==> config.mk <==
export PLATFORM = sky130hd
export DESIGN_NAME = lfi_fault_port
export DESIGN_NICKNAME = d
export VERILOG_FILES = /design/src/core/lfi_pkg.sv /design/src/core/lfi_fault_port.sv
export VERILOG_INCLUDE_DIRS = /design/src /design/src/core
export SDC_FILE = /design/constraint.sdc
export NUM_CORES = 1
export LEC_CHECK = 0
export ABC_AREA = 1
export ABC_CLOCK_PERIOD_IN_PS = 2700
export BUFFER_PORTS_ARGS = -buffer_cell sky130_fd_sc_hd__clkbuf_2
export CAP_MARGIN = 15
export CORE_MARGIN = 1
export CORE_UTILIZATION = 50
export DETAILED_ROUTE_END_ITERATION = 6
export MAX_ROUTING_LAYER = met4
export PLACE_DENSITY = 0.7
export SYNTH_ARGS = -nofsm -noshare
export SYNTH_HDL_FRONTEND = slang
export SYNTH_SLANG_ARGS = --single-unit
==> constraint.sdc <==
create_clock -name mclk -period 2.7 [get_ports mclk]
set_input_delay 0.135 -clock mclk [delete_from_list [all_inputs] [get_ports mclk]]
set_output_delay 0.135 -clock mclk [all_outputs]
set_load 0.01 [all_outputs]
==> src/core/lfi_defs.svh <==
// Register offsets, field positions and reset values
`ifndef LFI_DEFS_SVH
`define LFI_DEFS_SVH
`define LFI_SLAVE_ADDR        7'h36
`define LFI_OFF_HV_OPEN       8'hb0
`define LFI_OFF_LV_OPEN       8'hb1
`define LFI_OFF_HV_SHORT      8'hb2
`define LFI_OFF_LV_SHORT      8'hb3
`define LFI_OFF_FAULT_EN      8'hb4
`define LFI_OFF_HV_CFG        8'h10
`define LFI_OFF_LV_CFG        8'h11
`define LFI_OFF_FS_A          8'h20
`define LFI_OFF_HV_FB         8'h28
`define LFI_OFF_CP_CTRL       8'h2a
`define LFI_OFF_BANK_EN       8'h2b
`define LFI_OFF_BOOST_CTRL    8'h2d
`define LFI_OFF_BRT_A         8'h41
`define LFI_RST_FAULT_EN      8'h00
`define LFI_RST_HV_CFG        8'h06
`define LFI_RST_LV_CFG        8'h36
`define LFI_RST_FS            8'h13
`define LFI_RST_HV_FB         8'h07
`define LFI_RST_CP_CTRL       8'h00
`define LFI_RST_BANK_EN       8'h00
`define LFI_RST_BOOST_CTRL    8'h00
`define LFI_RST_BRT           8'h00
`define LFI_FEN_OPEN          0
`define LFI_FEN_SHORT         1
`define LFI_BANK_A            0
`define LFI_BANK_C            2
`define LFI_BANK_F            5
`define LFI_CP_GAIN_LSB       1
`define LFI_CP_GAIN_MSB       2
`define LFI_CP_GAIN_2X        2'b11
`define LFI_OVP_LSB           1
`define LFI_OVP_MSB           2
`endif

==> src/core/lfi_pkg.sv <==
// Types shared by the fault flag and serial port logic
package lfi_pkg;
   typedef enum logic [4:0] {
      LFI_IDLE = 5'b00001,
      LFI_ADDR = 5'b00010,
      LFI_ACK  = 5'b00100,
      LFI_RD   = 5'b01000,
      LFI_SKIP = 5'b10000
   } lfi_state_t;

   // Analog comparator outputs, per sink plus three boost protection bits
   typedef struct packed {
      logic [2:0] hv_low_200mv;
      logic [2:0] hv_string_short;
      logic [5:0] lv_below_headroom;
      logic [5:0] lv_below_1v;
      logic       ovp_reached;
      logic       ovp_below_hyst;
      logic       sw_over_1a;
   } lfi_analog_t;

   typedef struct packed {
      logic [3:0] ovp_sel;
      logic [1:0] cp_gain;
      logic [2:0] hv_feedback;
      logic [2:0] hv_to_bank_a;
      logic [5:0] lv_bank_cf;
      logic [2:0] bank_en;
   } lfi_ctrl_t;

   typedef struct packed {
      logic [1:0]  scl_s;
      logic [1:0]  sda_s;
      logic        scl_d;
      logic        sda_d;
      logic [1:0]  ana_s0_pad;
      lfi_analog_t ana_s1;
      lfi_analog_t ana_s2;
      lfi_state_t  state;
      logic [3:0]  bitcnt;
      logic [7:0]  shreg;
      logic [1:0]  byte_idx;
      logic        rw;
      logic        sda_low;
      logic [7:0]  reg_ptr;
      logic [7:0]  fault_en;
      logic [7:0]  hv_cfg;
      logic [7:0]  lv_cfg;
      logic [7:0]  fs_a;
      logic [7:0]  hv_fb;
      logic [7:0]  cp_ctrl;
      logic [7:0]  bank_en;
      logic [7:0]  boost_ctrl;
      logic [7:0]  brt_a;
      logic [2:0]  hv_open;
      logic [2:0]  hv_short;
      logic [5:0]  lv_open;
      logic [5:0]  lv_short;
      logic        ovp_stop;
      logic        ocp_off;
   } lfi_state_all_t;
endpackage

==> src/core/lfi_fault_port.sv <==
// Fault flags, boost protection and two-wire slave register port
`timescale 1ns/1ps
`include "lfi_defs.svh"
// Behaviour
// - Enabled boost sink with string below supply minus 1 V sets short flag.
// - Fault enable bit 0 arms open detection, bit 1 arms short detection.
// - Boost short status bit 0 reports first boost sink short.
// - Active pump sink input below about 80 mV flags an open.
// - Pump-fed open status holds six per-sink flags in low bits.
// - Active pump LED below 1 V flags short in six low bits.
// - Output config 0x00 routes sinks 1-3 to bank C, 4-6 to F.
// - Bank enable bits 5, 2, 0 enable banks F, C and A.
// - Pump control bits 2:1 at 11 force double gain; 0x40 unity.
// - Feedback enable bits 2:0 put boost sinks into boost regulation.
// - Config bits 2:0 at 110 assign only first boost sink to A.
// - Full-scale 0x13 selects 20.2 mA; brightness 0xFF is maximum.
// - Overvoltage limit selects 16, 24, 32 or 40 V; switching stops.
// - Switching resumes once output falls 1 V below the limit.
// - Overvoltage limit resets to 16 V; host raises it if needed.
// - Switch current at 1 A ends the cycle; resume next cycle.
// - Bus busy from START to STOP; repeated START acts as START.
// - SDA changes only while SCL low, except START and STOP.
// - Slave answers address 0x36 followed by read/write bit.
// - Write byte after address selects register, next byte is data.
// - Bytes are eight bits MSB first; slave pulls SDA on ninth of each byte it accepts.
// - Fault flags stay inactive while their detection type is off.
// - Boost open flags set when sink below 200 mV at overvoltage.
module lfi_fault_port
   import lfi_pkg::*;
(
   input  wire logic        mclk,
   input  wire logic        resetn,
   input  wire logic        scl_in,
   input  wire logic        sda_in,
   output logic             sda_out,
   output logic             sda_oe,
   input  wire lfi_analog_t analog_in,
   input  wire logic        pwm_cycle_start,
   output logic             boost_switch_en,
   output lfi_ctrl_t        ctrl_out,
   output logic             bus_busy
);
   lfi_state_all_t r;
   lfi_state_all_t next_r;

   logic scl_rise;
   logic scl_fall;
   logic start_cond;
   logic stop_cond;
   logic [7:0] rd_data;

   // ----------------------------------------------------------------
   // Bus line conditioning
   // ----------------------------------------------------------------
   // Edges and conditions compare the second synchroniser stage with its delayed copy
   assign scl_rise   = r.scl_s[1] & ~r.scl_d;
   assign scl_fall   = ~r.scl_s[1] & r.scl_d;
   assign start_cond = r.scl_s[1] & r.scl_d & r.sda_d & ~r.sda_s[1];
   assign stop_cond  = r.scl_s[1] & r.scl_d & ~r.sda_d & r.sda_s[1];

   // ----------------------------------------------------------------
   // Read data multiplexer
   // ----------------------------------------------------------------
   // Status flags are zero-extended; unknown offsets read zero
   always_comb begin
      unique case (r.reg_ptr)
         `LFI_OFF_HV_OPEN:    rd_data = {5'h0, r.hv_open};
         `LFI_OFF_LV_OPEN:    rd_data = {2'h0, r.lv_open};
         `LFI_OFF_HV_SHORT:   rd_data = {5'h0, r.hv_short};
         `LFI_OFF_LV_SHORT:   rd_data = {2'h0, r.lv_short};
         `LFI_OFF_FAULT_EN:   rd_data = r.fault_en;
         `LFI_OFF_HV_CFG:     rd_data = r.hv_cfg;
         `LFI_OFF_LV_CFG:     rd_data = r.lv_cfg;
         `LFI_OFF_FS_A:       rd_data = r.fs_a;
         `LFI_OFF_HV_FB:      rd_data = r.hv_fb;
         `LFI_OFF_CP_CTRL:    rd_data = r.cp_ctrl;
         `LFI_OFF_BANK_EN:    rd_data = r.bank_en;
         `LFI_OFF_BOOST_CTRL: rd_data = r.boost_ctrl;
         `LFI_OFF_BRT_A:      rd_data = r.brt_a;
         default:             rd_data = 8'h00;
      endcase
   end

   // ----------------------------------------------------------------
   // Next state
   // ----------------------------------------------------------------
   always_comb begin
      logic open_en;
      logic short_en;
      next_r = r;
      open_en  = r.fault_en[`LFI_FEN_OPEN];
      short_en = r.fault_en[`LFI_FEN_SHORT];
      next_r.scl_s = {r.scl_s[0], scl_in};
      next_r.sda_s = {r.sda_s[0], sda_in};
      next_r.scl_d = r.scl_s[1];
      next_r.sda_d = r.sda_s[1];
      next_r.ana_s0_pad = 2'b00;
      // Comparators are asynchronous; two stages before any use
      next_r.ana_s1 = analog_in;
      next_r.ana_s2 = r.ana_s1;

      // Fault flags follow the comparators only while armed
      next_r.hv_short = short_en ? r.ana_s2.hv_string_short : 3'h0;
      next_r.lv_short = short_en ? r.ana_s2.lv_below_1v : 6'h0;
      next_r.lv_open  = open_en ? r.ana_s2.lv_below_headroom : 6'h0;
      next_r.hv_open  = (open_en && r.ana_s2.ovp_reached) ?
                        r.ana_s2.hv_low_200mv : 3'h0;

      // Overvoltage hysteresis: stop at limit, resume 1 V below
      if (r.ana_s2.ovp_reached)
         next_r.ovp_stop = 1'b1;
      else if (r.ana_s2.ovp_below_hyst)
         next_r.ovp_stop = 1'b0;
      // Overcurrent blanks the rest of the cycle only
      if (pwm_cycle_start)
         next_r.ocp_off = 1'b0;
      else if (r.ana_s2.sw_over_1a)
         next_r.ocp_off = 1'b1;

      // Serial slave
      if (start_cond) begin
         next_r.state    = LFI_ADDR;
         next_r.bitcnt   = 4'h0;
         next_r.byte_idx = 2'h0;
         next_r.sda_low  = 1'b0;
      end else if (stop_cond) begin
         next_r.state   = LFI_IDLE;
         next_r.sda_low = 1'b0;
      end else begin
         unique case (r.state)
            LFI_IDLE: begin
               next_r.sda_low = 1'b0;
            end
            LFI_ADDR: begin
               // Sample on SCL rise, MSB first
               if (scl_rise) begin
                  next_r.shreg  = {r.shreg[6:0], r.sda_s[1]};
                  next_r.bitcnt = 4'(r.bitcnt + 4'h1);
               end
               if (scl_fall && r.bitcnt == 4'h8) begin
                  next_r.bitcnt = 4'h0;
                  if (r.byte_idx == 2'h0 &&
                      r.shreg[7:1] != `LFI_SLAVE_ADDR) begin
                     next_r.state = LFI_SKIP;
                  end else begin
                     next_r.state   = LFI_ACK;
                     next_r.sda_low = 1'b1;
                     if (r.byte_idx == 2'h0)
                        next_r.rw = r.shreg[0];
                     else if (r.byte_idx == 2'h1)
                        next_r.reg_ptr = r.shreg;
                     else begin
                        unique case (r.reg_ptr)
                           `LFI_OFF_FAULT_EN:   next_r.fault_en = r.shreg;
                           `LFI_OFF_HV_CFG:     next_r.hv_cfg = r.shreg;
                           `LFI_OFF_LV_CFG:     next_r.lv_cfg = r.shreg;
                           `LFI_OFF_FS_A:       next_r.fs_a = r.shreg;
                           `LFI_OFF_HV_FB:      next_r.hv_fb = r.shreg;
                           `LFI_OFF_CP_CTRL:    next_r.cp_ctrl = r.shreg;
                           `LFI_OFF_BANK_EN:    next_r.bank_en = r.shreg;
                           `LFI_OFF_BOOST_CTRL: next_r.boost_ctrl = r.shreg;
                           `LFI_OFF_BRT_A:      next_r.brt_a = r.shreg;
                           default:             ;
                        endcase
                        next_r.reg_ptr = 8'(r.reg_ptr + 8'h01);
                     end
                  end
               end
            end
            LFI_ACK: begin
               // After the ninth clock release, or drive the first read bit; SDA moves only with SCL low
               if (scl_fall) begin
                  if (r.byte_idx == 2'h0 && r.rw) begin
                     next_r.state   = LFI_RD;
                     next_r.shreg   = rd_data;
                     next_r.sda_low = ~rd_data[7];
                     next_r.bitcnt  = 4'h1;
                     next_r.reg_ptr = 8'(r.reg_ptr + 8'h01);
                  end else begin
                     next_r.state   = LFI_ADDR;
                     next_r.sda_low = 1'b0;
                  end
                  if (r.byte_idx != 2'h2)
                     next_r.byte_idx = 2'(r.byte_idx + 2'h1);
               end
            end
            LFI_RD: begin
               // Shift read data out; master ack slot drives nothing
               if (scl_fall) begin
                  if (r.bitcnt == 4'h8) begin
                     next_r.sda_low = 1'b0;
                     next_r.bitcnt  = 4'(r.bitcnt + 4'h1);
                  end else if (r.bitcnt == 4'h9) begin
                     next_r.shreg   = rd_data;
                     next_r.sda_low = ~rd_data[7];
                     next_r.bitcnt  = 4'h1;
                     next_r.reg_ptr = 8'(r.reg_ptr + 8'h01);
                  end else begin
                     next_r.sda_low = ~r.shreg[6];
                     next_r.shreg   = {r.shreg[6:0], 1'b0};
                     next_r.bitcnt  = 4'(r.bitcnt + 4'h1);
                  end
               end
               // Master NACK ends the read
               if (scl_rise && r.bitcnt == 4'h9 && r.sda_s[1])
                  next_r.state = LFI_SKIP;
            end
            LFI_SKIP: begin
               next_r.sda_low = 1'b0;
            end
            default: begin
               next_r.state = LFI_IDLE;
            end
         endcase
      end
   end

   // ----------------------------------------------------------------
   // State register
   // ----------------------------------------------------------------
   always_ff @(posedge mclk) begin
      if (!resetn) begin
         r            <= '0;
         r.scl_s      <= 2'b11;
         r.sda_s      <= 2'b11;
         r.scl_d      <= 1'b1;
         r.sda_d      <= 1'b1;
         r.state      <= LFI_IDLE;
         r.fault_en   <= `LFI_RST_FAULT_EN;
         r.hv_cfg     <= `LFI_RST_HV_CFG;
         r.lv_cfg     <= `LFI_RST_LV_CFG;
         r.fs_a       <= `LFI_RST_FS;
         r.hv_fb      <= `LFI_RST_HV_FB;
         r.cp_ctrl    <= `LFI_RST_CP_CTRL;
         r.bank_en    <= `LFI_RST_BANK_EN;
         r.boost_ctrl <= `LFI_RST_BOOST_CTRL;
         r.brt_a      <= `LFI_RST_BRT;
      end else begin
         r <= next_r;
      end
   end

   // ----------------------------------------------------------------
   // Outputs
   // ----------------------------------------------------------------
   // Open drain: only ever drive low
   assign sda_out  = 1'b0;
   assign sda_oe   = r.sda_low;
   assign bus_busy = (r.state != LFI_IDLE);
   assign boost_switch_en = ~r.ovp_stop & ~r.ocp_off;
   // Zero select means the lowest limit, the reset value; one bit per step
   assign ctrl_out.ovp_sel = 4'(1) <<
                  r.boost_ctrl[`LFI_OVP_MSB:`LFI_OVP_LSB];
   assign ctrl_out.cp_gain =
                  r.cp_ctrl[`LFI_CP_GAIN_MSB:`LFI_CP_GAIN_LSB];
   assign ctrl_out.hv_feedback  = r.hv_fb[2:0];
   assign ctrl_out.hv_to_bank_a = ~r.hv_cfg[2:0];
   assign ctrl_out.lv_bank_cf   = r.lv_cfg[5:0];
   assign ctrl_out.bank_en = {r.bank_en[`LFI_BANK_F],
                              r.bank_en[`LFI_BANK_C],
                              r.bank_en[`LFI_BANK_A]};
endmodule

Word level (Yosys, flattened, before mapping). Cells that the tools add are included.

Input bits: 26. Flip-flop bits (word level): 169. Word-level logic and storage cells: 189. Output and inout port bits: 25.

Add/sub/neg operators: 3. Reduce and logical (&&, ||, !) cells: 34. Shift-type cells: 1. Multiplexer cells: 47. Bitwise operators: 24. Eq/ne operators: 39.

Operators with widths (number): 82-bit two-way mux (2); 8-bit two-way mux (14); 8-bit case mux with 13 select lines (1); 80-bit two-way mux (1); 8-bit AND reduction (10); 72-bit two-way mux (1); 12-bit two-way mux (4); 8-bit by 6-bit == test with 1-bit output (second input constant) (5); 8-bit == test (second input constant) (5); 12-bit case mux with 3 select lines (1); 9-bit two-way mux (3); 8-bit case mux with 3 select lines (1); 2-bit != test (second input constant) (11); 5-bit case mux with 4 select lines (1); 19-bit two-way mux (1); 8-bit by 5-bit == test with 1-bit output (second input constant) (2); 15-bit two-way mux (1); 1-bit inverter (15); 4-bit != test (second input constant) (3); 4-bit AND reduction (3); 6-bit AND reduction (2); 11-bit AND reduction (1); 5-bit two-way mux (2); 8-bit by 1-bit adder with 8-bit output (second input constant) (1); 31 further kinds (57).

Logic depth before layout (Yosys ltp). Gate-level depths: netlist of the first run.

Word-level depth: 9. Mapped depth: 13. Mapped depth without buffers: 13.

Worst setup path before layout of the first run. OpenSTA, ideal clock, no wires.

Kind: register to register. Start: register r[112] (netlist name). End: register r[92] (netlist name). Period minus slack after synthesis: 1.852 ns. Required time: 2.630 ns. Buffers on the path: 1. Data arrival time: 1.782 ns. Setup slack: 0.848 ns. Stages on the path, launching flop included: 14. Cell sequence: dfxtp_1 inv_1 ha_1 nand3_1 nor2_1 buf_4 inv_1 nor2_2 nand2_1 nor2_1 nand2_1 o21ai_1 o21ai_1 a21oi_1.

Longest elaborated chain between the ends: 4.

RTL lines: start, declared (RTL line lfi_fault_port.sv:43) `lfi_state_all_t r;`; start signal, assigned (RTL line lfi_fault_port.sv:239) `r <= next_r;`; 4-bit == test (RTL line lfi_fault_port.sv:140, lfi_fault_port.sv:190); 1-bit logical AND (RTL line lfi_fault_port.sv:140) `if (scl_fall && r.bitcnt == 4'h8) begin`; 2-bit != test (no source line); 11-bit AND reduction (no source line) *.

Every way passes the cells marked *; elsewhere a longest branch is shown, timed or not. A chain may end at the register's enable or synchronous reset.

Final worst setup path of the first run. Ends and elaborated chain as after synthesis.

==> results of run 1 <==
[per-stage QoR]
step / util / hold WS, ps / total power, W
floorplan: - / 212 / 0.00271
finish: 0.602 / 92.2 / 0.00537
global route: 0.602 / 111 / 0.00554
global placement: 0.539 / 299 / 0.00277
detailed placement: 0.539 / 303 / 0.00277
CTS: 0.602 / 83.0 / 0.00541
[Yosys cell counts (4+ instances only)]
library cell / n
a211oi_1: 6
a21oi_1: 101
a31oi_1: 4
buf_2: 5
buf_4: 21
clkbuf_1: 18
clkinv_1: 8
dfxtp_1: 169
ha_1: 10
inv_1: 143
nand2_1: 202
nand3_1: 53
nand4_1: 12
nor2_1: 78
nor2_4: 5
nor3_1: 7
o211ai_1: 14
o21ai_0: 70
o21ai_1: 13
or2_2: 7
xor2_1: 5
[per-layer routing]
metal	global-route usage	share of wire
met1	0.342	0.47
met4	0.0968	0.022
met3	0.0590	0.066
met2	0.391	0.45
met5	-	0
[how the worst min path moves through the flow]
stage / from / to / slack (ps) / cells after the start
3_5_place_dp: pwm_cycle_start / r[0]$_SDFFE_PP0P_ / 300 / 2
4_1_cts: resetn / next_r[121]$_SDFF_PN0_ / 80 / 3
6_report: resetn / r[122]$_SDFF_PN0_ / 90 / 3
5_1_grt: resetn / r[122]$_SDFF_PN0_ / 110 / 3
2_1_floorplan: pwm_cycle_start / r[0]$_SDFFE_PP0P_ / 210 / 1
3_3_place_gp: pwm_cycle_start / r[0]$_SDFFE_PP0P_ / 300 / 2
[kinds of logic (layout without fill, tap and decap cells)]
| family | after synthesis | in the layout | share of synthesized area |
|---|---|---|---|
| adder cells (fa/ha/maj) | 10 | 10 | 0.0172 |
| AND/OR/NAND/NOR | 377 | 377 | 0.226 |
| XOR/XNOR | 5 | 5 | 0.00603 |
| other | 1 | 1 | 0.000516 |
| AO/OA/AOI/OAI | 225 | 225 | 0.171 |
| flip-flops | 169 | 169 | 0.466 |
| buffers and inverters | 197 | 267 | 0.114 |
[registers in the layout, summed over array words and instances, names as in the netlist]
signal	cells
ctrl_out	14
sda_oe	1
next_r	25
r	129
[report_power, final]
group	switching (W)	leakage, nW	total (W)	internal, W
clock network	0.00101	0.315	0.00262	0.00161
logic	0.000112	2.25	0.000192	0.0000804
registers	0.0000173	1.37	0.00255	0.00253
total	0.00114	3.93	0.00537	0.00423
[area by class of cell]
| type | instances | share of cell area |
|---|---|---|
| Clock buffer | 20 | 0.0540 |
| Timing Repair Buffer | 82 | 0.0672 |
| Inverter | 153 | 0.0679 |
| Multi-Input combinational cell | 618 | 0.362 |
| Sequential cell | 169 | 0.400 |
| Tap cell | 180 | 0.0266 |
| Clock inverter | 12 | 0.0225 |
[critical path: stages (launching register included)]
cell	delay, ps
dfxtp_1	350
inv_1	110
ha_1	200
nand3_1	130
nor2_1	160
buf_4	220
inv_1	80
nor2_2	160
nand2_1	130
nor2_1	270
nand2_1	110
o21ai_1	100
o21ai_1	80
a21oi_1	150
==> results.md, run 1 <==
- Status: finished clean
- Nets: 1077
- Worst r2r path cells: 13
- Reg area: 3380 µm²
- Worst path required time: 3060 ps
- Post-synthesis cell area: 7260 µm²
- Cells after Synth: 984
- DRT Pass-1 Iters: 5
- Achievable Freq: 427 MHz
- Post-synth EDFFs: 0
- R2R setup slack: 360 ps
- Most common cell after layout, fill and taps aside: nand2_1
- Synth unique cells: 43
- Final instance area: 8450 µm²
- Worst setup path end: r[92]$_SDFFE_PN0P_
- Avg Cell Area, Syn: 7.38 µm²
- Fin crit share: 0.867
- Clk_skew: 9.09 ps
- Die Ht: 123 µm
- Setup bufs post-CTS: 0
- DRT antenna net count: 0
- Hpwl dp: 12300 µm
- Setup Crit Path Kind: flip-flop to flip-flop
- Routed vias: 6408
- I/O pins: 51
- Worst-Skew Late Latency: 440 ps
- CTS buffer count: 17
- Pre-CTS setup slack: 426 ps
- Worst-path clk slew: 60 ps
- Leak: 3.93 nW
- Largest cells by area after synthesis: dfxtp_1 47%, nand2_1 10%, inv_1 7.4%
- CP max FO: 10
- Endpoints failing hold: 0
- Die ar.: 15000 µm²
- Synth warn: 0
- Syn nets: 1020
- Area of the multi-input gates: 3060 µm²
- Placer Congestion: 1.00
- Max Root-Sink Buffers: 2
- Max_slew headroom: 0.628
- MaxCap Viol Count: 0
- Leading area contributor after synthesis: dfxtp_1
- Global-route wire length before repair: 28900 µm
- Sequential-to-total area share from yosys stat: 0.466
- RSZ-0062 raised after global routing: false
- Ys flop type: dfxtp_1
- DR iter-0 viols: 548
- Antenna violations before repair: 0
- Startpoint types: flip-flop
- Final std cells w/o fill: 1234
- Largest net degree at the start of global routing: 99
- Layout cell share with drive strength beyond 1: 0.108
- Residual overflow from global routing: 0
- RR Startpoint: r[112]$_SDFFE_PP0P_
- Worst VDD drop: 0.000468 V
- Die Width: 123 µm
- Cts repair resizes: 0
- Placed Instances: 1178
- Clock Sinks: 169
- Worst Path Arrival: 2700 ps
- Fin crit period: 2340 ps
- GRT Total Usage: 0.261
- DR WL/cell: 14.6 µm
- Most frequent cells in the layout: 202 x nand2_1, 169 x dfxtp_1, 143 x inv_1
- Hold-fix buffers, CTS: 24
- Initial Utilization: 0.517
- Critical path startpoint: r[112]$_SDFFE_PP0P_
- PD cells: 635 nW/µm²
- Slew Limit Fails: 0
- Detailed Route WL: 18000 µm
- # diodes: 0
- Least-Margin Pin Slew: 554 ps
- Async SR Flop Fraction: 0
- Fillers: 1267
- Area after DPL: 7570 µm²
- Critical Path End Type: flip-flop
- Area delta synth->final: 16.4%
- Seq cells post-synth: 169
- Worst min path class: primary input to flip-flop
- Final setup viols: 0
- DR DRC count: 0
- Root Buffer: clkbuf_16
- Port buffer count: 49
- PnR worst setup slack: 360 ps
- Vias per Instance: 5.19
- Number of global-route vias before repair: 5755
- TritonCTS clock tree: done
- H-tree levels: 4
- Yosys top cell area share: 0.466
- FP Rows: 43
- Capturing point of the worst reg2reg path: r[92]$_SDFFE_PN0P_
- Setup TNS: 0 ps
- Core area: 14000 µm²
(Power assumes the default switching activity.)
==> inputs of run 2 (changes only) <==
- CTS_CLUSTER_DIAMETER: not set -> 80
- GPL_TIMING_DRIVEN: not set -> 0
==> results.md, run 2 (synthesized netlist as in run 1, its figures left out) <==
- Number of global-route vias before repair: 5892
- Routed vias: 6663
- Most common cell after layout, fill and taps aside: nand2_1
- DR DRC count: 0
- Startpoint types: flip-flop
- Reg area: 3380 µm²
- CTS buffer count: 17
- Number of flip-flops in the largest register: 129
- Area of the multi-input gates: 3060 µm²
- Final setup viols: 0
- Least-Margin Pin Slew: 753 ps
- Hold_ws: 168 ps
- # diodes: 0
- DRT Pass-1 Iters: 6
- Detailed Route WL: 18700 µm
- TritonCTS clock tree: done
- Worst path required time: 3060 ps
- DRT antenna net count: 0
- RSZ-0062 raised after global routing: false
- Hold-fix buffers, CTS: 24
- FP Rows: 43
- Worst Path Arrival: 2760 ps
- Antenna violations before repair: 0
- Hpwl dp: 13300 µm
- Reg with most FFs: r
- Achievable Freq: 417 MHz
- Setup Crit Path Kind: flip-flop to flip-flop
- Max Root-Sink Buffers: 2
- Setup TNS: 0 ps
- DR iter-0 viols: 667
- Fillers: 1254
- Placer Congestion: 0.959
- Endpoints failing hold: 0
- Initial Utilization: 0.517
- Worst min path class: primary input to flip-flop
- Vias per Instance: 5.25
- Worst-Skew Late Latency: 430 ps
- Die ar.: 15000 µm²
- Core area: 14000 µm²
- Area delta synth->final: 18.3%
- Worst-path clk slew: 60 ps
- Root Buffer: clkbuf_16
- CP max FO: 8
- Critical Path End Type: flip-flop
- Leak: 4.02 nW
- Slew Limit Fails: 0
- Worst VDD drop: 0.000488 V
- Port buffer count: 49
- Layout cell share with drive strength beyond 1: 0.119
- Cts repair resizes: 0
- DR WL/cell: 14.7 µm
- Status: finished clean
- MaxCap Viol Count: 0
- Fin crit share: 0.888
- Die Ht: 123 µm
- Fin crit period: 2400 ps
- I/O pins: 51
- H-tree levels: 4
- Clk_skew: 7.39 ps
- Residual overflow from global routing: 0
- PD cells: 616 nW/µm²
- Global-route wire length before repair: 29800 µm
- Largest net degree at the start of global routing: 17
- Die Width: 123 µm
- GRT Total Usage: 0.270
- Most frequent cells in the layout: 202 x nand2_1, 169 x dfxtp_1, 143 x inv_1
- Clock Sinks: 169
- Setup bufs post-CTS: 0
- Max_slew headroom: 0.498
- Nets: 1112
## run 2: power breakdown
part | internal [W] | total (W) | switching, W
Clock | 0.00152 | 0.00254 | 0.00102
Combinational | 0.0000820 | 0.000202 | 0.000120
Sequential | 0.00253 | 0.00255 | 0.0000174
## run 2: worst max-delay path, cell delays in order (launching register included)
cell and delay, ps:
dfxtp_1 410, ha_1 270, inv_1 80, nor2_1 530
nand2_1 280, nand2_1 150, nor3_1 80, a21boi_2 290
nand2_1 110, a21oi_1 130
## run 2: cell type report
class | count | area share
plain buffers | 44 | 0.0291
clock buffers | 21 | 0.0536
clock inverters | 11 | 0.0185
inverters | 153 | 0.0668
multi-input cells | 618 | 0.356
flip-flops and latches | 169 | 0.394
well taps | 180 | 0.0262
repair buffers | 73 | 0.0565
## run 2: routing by layer
metal  part of all wire  GRT usage  routed length (µm)
met1               0.47      0.359                8800
met2               0.45      0.412                8380
met3              0.062     0.0465                1170
met4              0.018     0.0953                 344
met5                  0          -                   0
## run 2: per-stage QoR
step | setup slack (ps) | cells | area, µm² | power (W) | utilization
3_3_place_gp | 347 | 1213 | 7730 | 0.00278 | 0.551
4_1_cts | 324 | 1269 | 8590 | 0.00533 | 0.612
6_report | 303 | 1269 | 8590 | 0.00530 | 0.612
5_1_grt | 67.5 | 1269 | 8590 | 0.00547 | 0.612
3_5_place_dp | 355 | 1213 | 7730 | 0.00278 | 0.551
2_1_floorplan | 848 | 984 | 7260 | 0.00271 | -
## run 2: path summary, 6_finish.rpt
check                          start                endpoint  slack (ps)  depth (start not counted)
hold reg to reg    r[133]$_SDFF_PN0_        r[11]$_SDFF_PN0_         400                          2
hold / removal                resetn  next_r[170]$_SDFF_PN1_         170                          3
setup reg to reg  r[92]$_SDFFE_PN0P_     r[106]$_SDFFE_PN0P_         300                          9
setup / recovery  r[92]$_SDFFE_PN0P_     r[106]$_SDFFE_PN0P_         300                          9
==> inputs of run 3 (changes only) <==
- CELL_PAD_IN_SITES_DETAIL_PLACEMENT: not set -> 1
- CELL_PAD_IN_SITES_GLOBAL_PLACEMENT: not set -> 1
- CORE_UTILIZATION: 50 -> 47
- PLACE_DENSITY: 0.7 -> 0.86
- SLEW_MARGIN: not set -> 40
==> results.md, run 3 (synthesized netlist as in run 1, its figures left out) <==
- Fin crit share: 0.936
- Slew Limit Fails: 0
- Worst VDD drop: 0.000481 V
- CP max FO: 8
- Worst Path Buf+Inv: 1
- R2R setup slack: 170 ps
- Critical path startpoint: r[92]$_SDFFE_PN0P_
- Worst-path clk slew: 60 ps
- Endpoints failing hold: 0
- Largest net degree at the start of global routing: 17
- Min-Delay Path Depth: 3
- Startpoint types: flip-flop
- Fin crit period: 2530 ps
- Routed vias: 7016
- DRT Pass-1 Iters: 5
- RR Startpoint: r[92]$_SDFFE_PN0P_
- FP Rows: 45
- Placer Congestion: 0.937
- Setup Crit Path Kind: flip-flop to flip-flop
- Residual overflow from global routing: 0
- DR WL/cell: 18.1 µm
- Critical Path End Type: flip-flop
- Most frequent cells in the layout: 202 x nand2_1, 169 x dfxtp_1, 143 x inv_1
- DR iter-0 viols: 559
- Clk_skew: 8.88 ps
- Number of global-route vias before repair: 7115
- Vias per Instance: 5.50
- Worst r2r path cells: 9
- MaxCap Viol Count: 0
- CTS buffer count: 17
- Slowest cell on the critical path: nor2_1
- Least-Margin Pin Slew: 757 ps
- Most common cell after layout, fill and taps aside: nand2_1
- Critical path's top delay family: simple AND/OR/NAND/NOR gates
- Status: finished clean
- Max Root-Sink Buffers: 2
- Initial Utilization: 0.480
- CP Cell Sequence: ha_1 -> inv_1 -> nor2_1 -> nand2_1 -> nand2_1 -> nor3_1 -> a21boi_2 -> nand2_1 -> a21oi_1
- Hpwl dp: 16000 µm
- Detailed Route WL: 23100 µm
- Core area: 15100 µm²
- DRT antenna net count: 0
- Port buffer count: 49
- Clock Sinks: 169
- PD cells: 598 nW/µm²
- CP max stage delay: 590 ps
- TritonCTS clock tree: done
- Worst path required time: 3070 ps
- Critical Path Most Common Cell: nand2_1
- Capturing point of the worst reg2reg path: r[104]$_SDFFE_PN0P_
- Hold_ws: 139 ps
- Layout cell share with drive strength beyond 1: 0.119
- DR DRC count: 0
- Worst min path class: primary input to flip-flop
- Reg with most FFs: r
- Die Width: 126 µm
- I/O pins: 51
- Die ar.: 16000 µm²
- Hold Path Sink: next_r[168]$_SDFF_PN1_
- Worst Path Arrival: 2890 ps
- Setup TNS: 0 ps
- Worst-Skew Late Latency: 440 ps
- Achievable Freq: 396 MHz
- Antenna violations before repair: 0
- RSZ-0062 raised after global routing: false
- Max_slew headroom: 0.495
- Global-route wire length before repair: 37200 µm
- # diodes: 0
- Area delta synth->final: 17.5%
- H-tree levels: 4
- Nets: 1112
- Final setup viols: 0
- Leak: 3.98 nW
- GRT Total Usage: 0.314
- Root Buffer: clkbuf_16
- Number of flip-flops in the largest register: 129
- Die Ht: 126 µm
- Hold Path Origin: resetn
[run 3: changes by cell type in the layout (fill, tap and decap cells not counted), sizes merged]
| cell | previous run | this run |
|---|---|---|
| clkinvlp | 0 | 2 |
| clkbuf | 88 | 86 |
| bufinv | 3 | 1 |
| inv | 150 | 148 |
| clkinv | 11 | 14 |
[run 3: cell type report]
class | instances | area (µm²)
Fill cell | 1911 | 6610
Sequential cell | 169 | 3380
Multi-Input combinational cell | 618 | 3060
Inverter | 153 | 574
Timing Repair Buffer | 73 | 485
Clock buffer | 19 | 433
Buffer | 44 | 250
Tap cell | 188 | 235
Clock inverter | 12 | 119
[run 3: metrics by stage]
stage               cell area (µm²)  setup slack, ps  total power, W  utilization  instances
CTS                            8540              266         0.00512        0.564       1276
global route                   8540             12.0         0.00527        0.564       1276
detailed placement             7740              303         0.00279        0.511       1221
finish                         8540              174         0.00511        0.564       1276
global placement               7740              315         0.00278        0.511       1221
floorplan                      7260              848         0.00271            -        984
[run 3: how the worst max path moves through the flow]
stage,to,slack [ps],cells past startpoint
after CTS,r[104]$_SDFFE_PN0P_,270,9
after floorplan,r[92]$_SDFFE_PN0P_,850,13
after global routing,r[106]$_SDFFE_PN0P_,10,9
after global placement,r[104]$_SDFFE_PN0P_,310,9
after detailed placement,r[105]$_SDFFE_PN0P_,300,9
final,r[104]$_SDFFE_PN0P_,170,9
[run 3: power by group]
part | switching (W) | total, W | internal (W)
logic | 0.000132 | 0.000215 | 0.0000821
clock network | 0.00106 | 0.00234 | 0.00128
registers | 0.0000199 | 0.00255 | 0.00253
[run 3: metal layers]
metal,part of all wire,GRT usage,up-vias,wire (µm)
li1,-,-,3352,-
met1,0.42,0.372,3389,9780
met2,0.49,0.526,225,11400
met3,0.057,0.0658,50,1310
met4,0.027,0.113,0,613
met5,0,-,-,0
[run 3: worst register-to-register path, cell delays in order (launching register included)]
cell and delay, ps:
dfxtp_1 400, ha_1 260, inv_1 80, nor2_1 590, nand2_1 290, nand2_1 170, nor3_1 90, a21boi_2 310
nand2_1 140, a21oi_1 130
[run 3: repair_timing]
action | CTS | global route
resized for setup | 0 | 0
endpoints found under the setup margin | 0 | 0
hold endpoints to repair | 24 | 0
buffers inserted | 0 | 0
hold buffers | 24 | 0
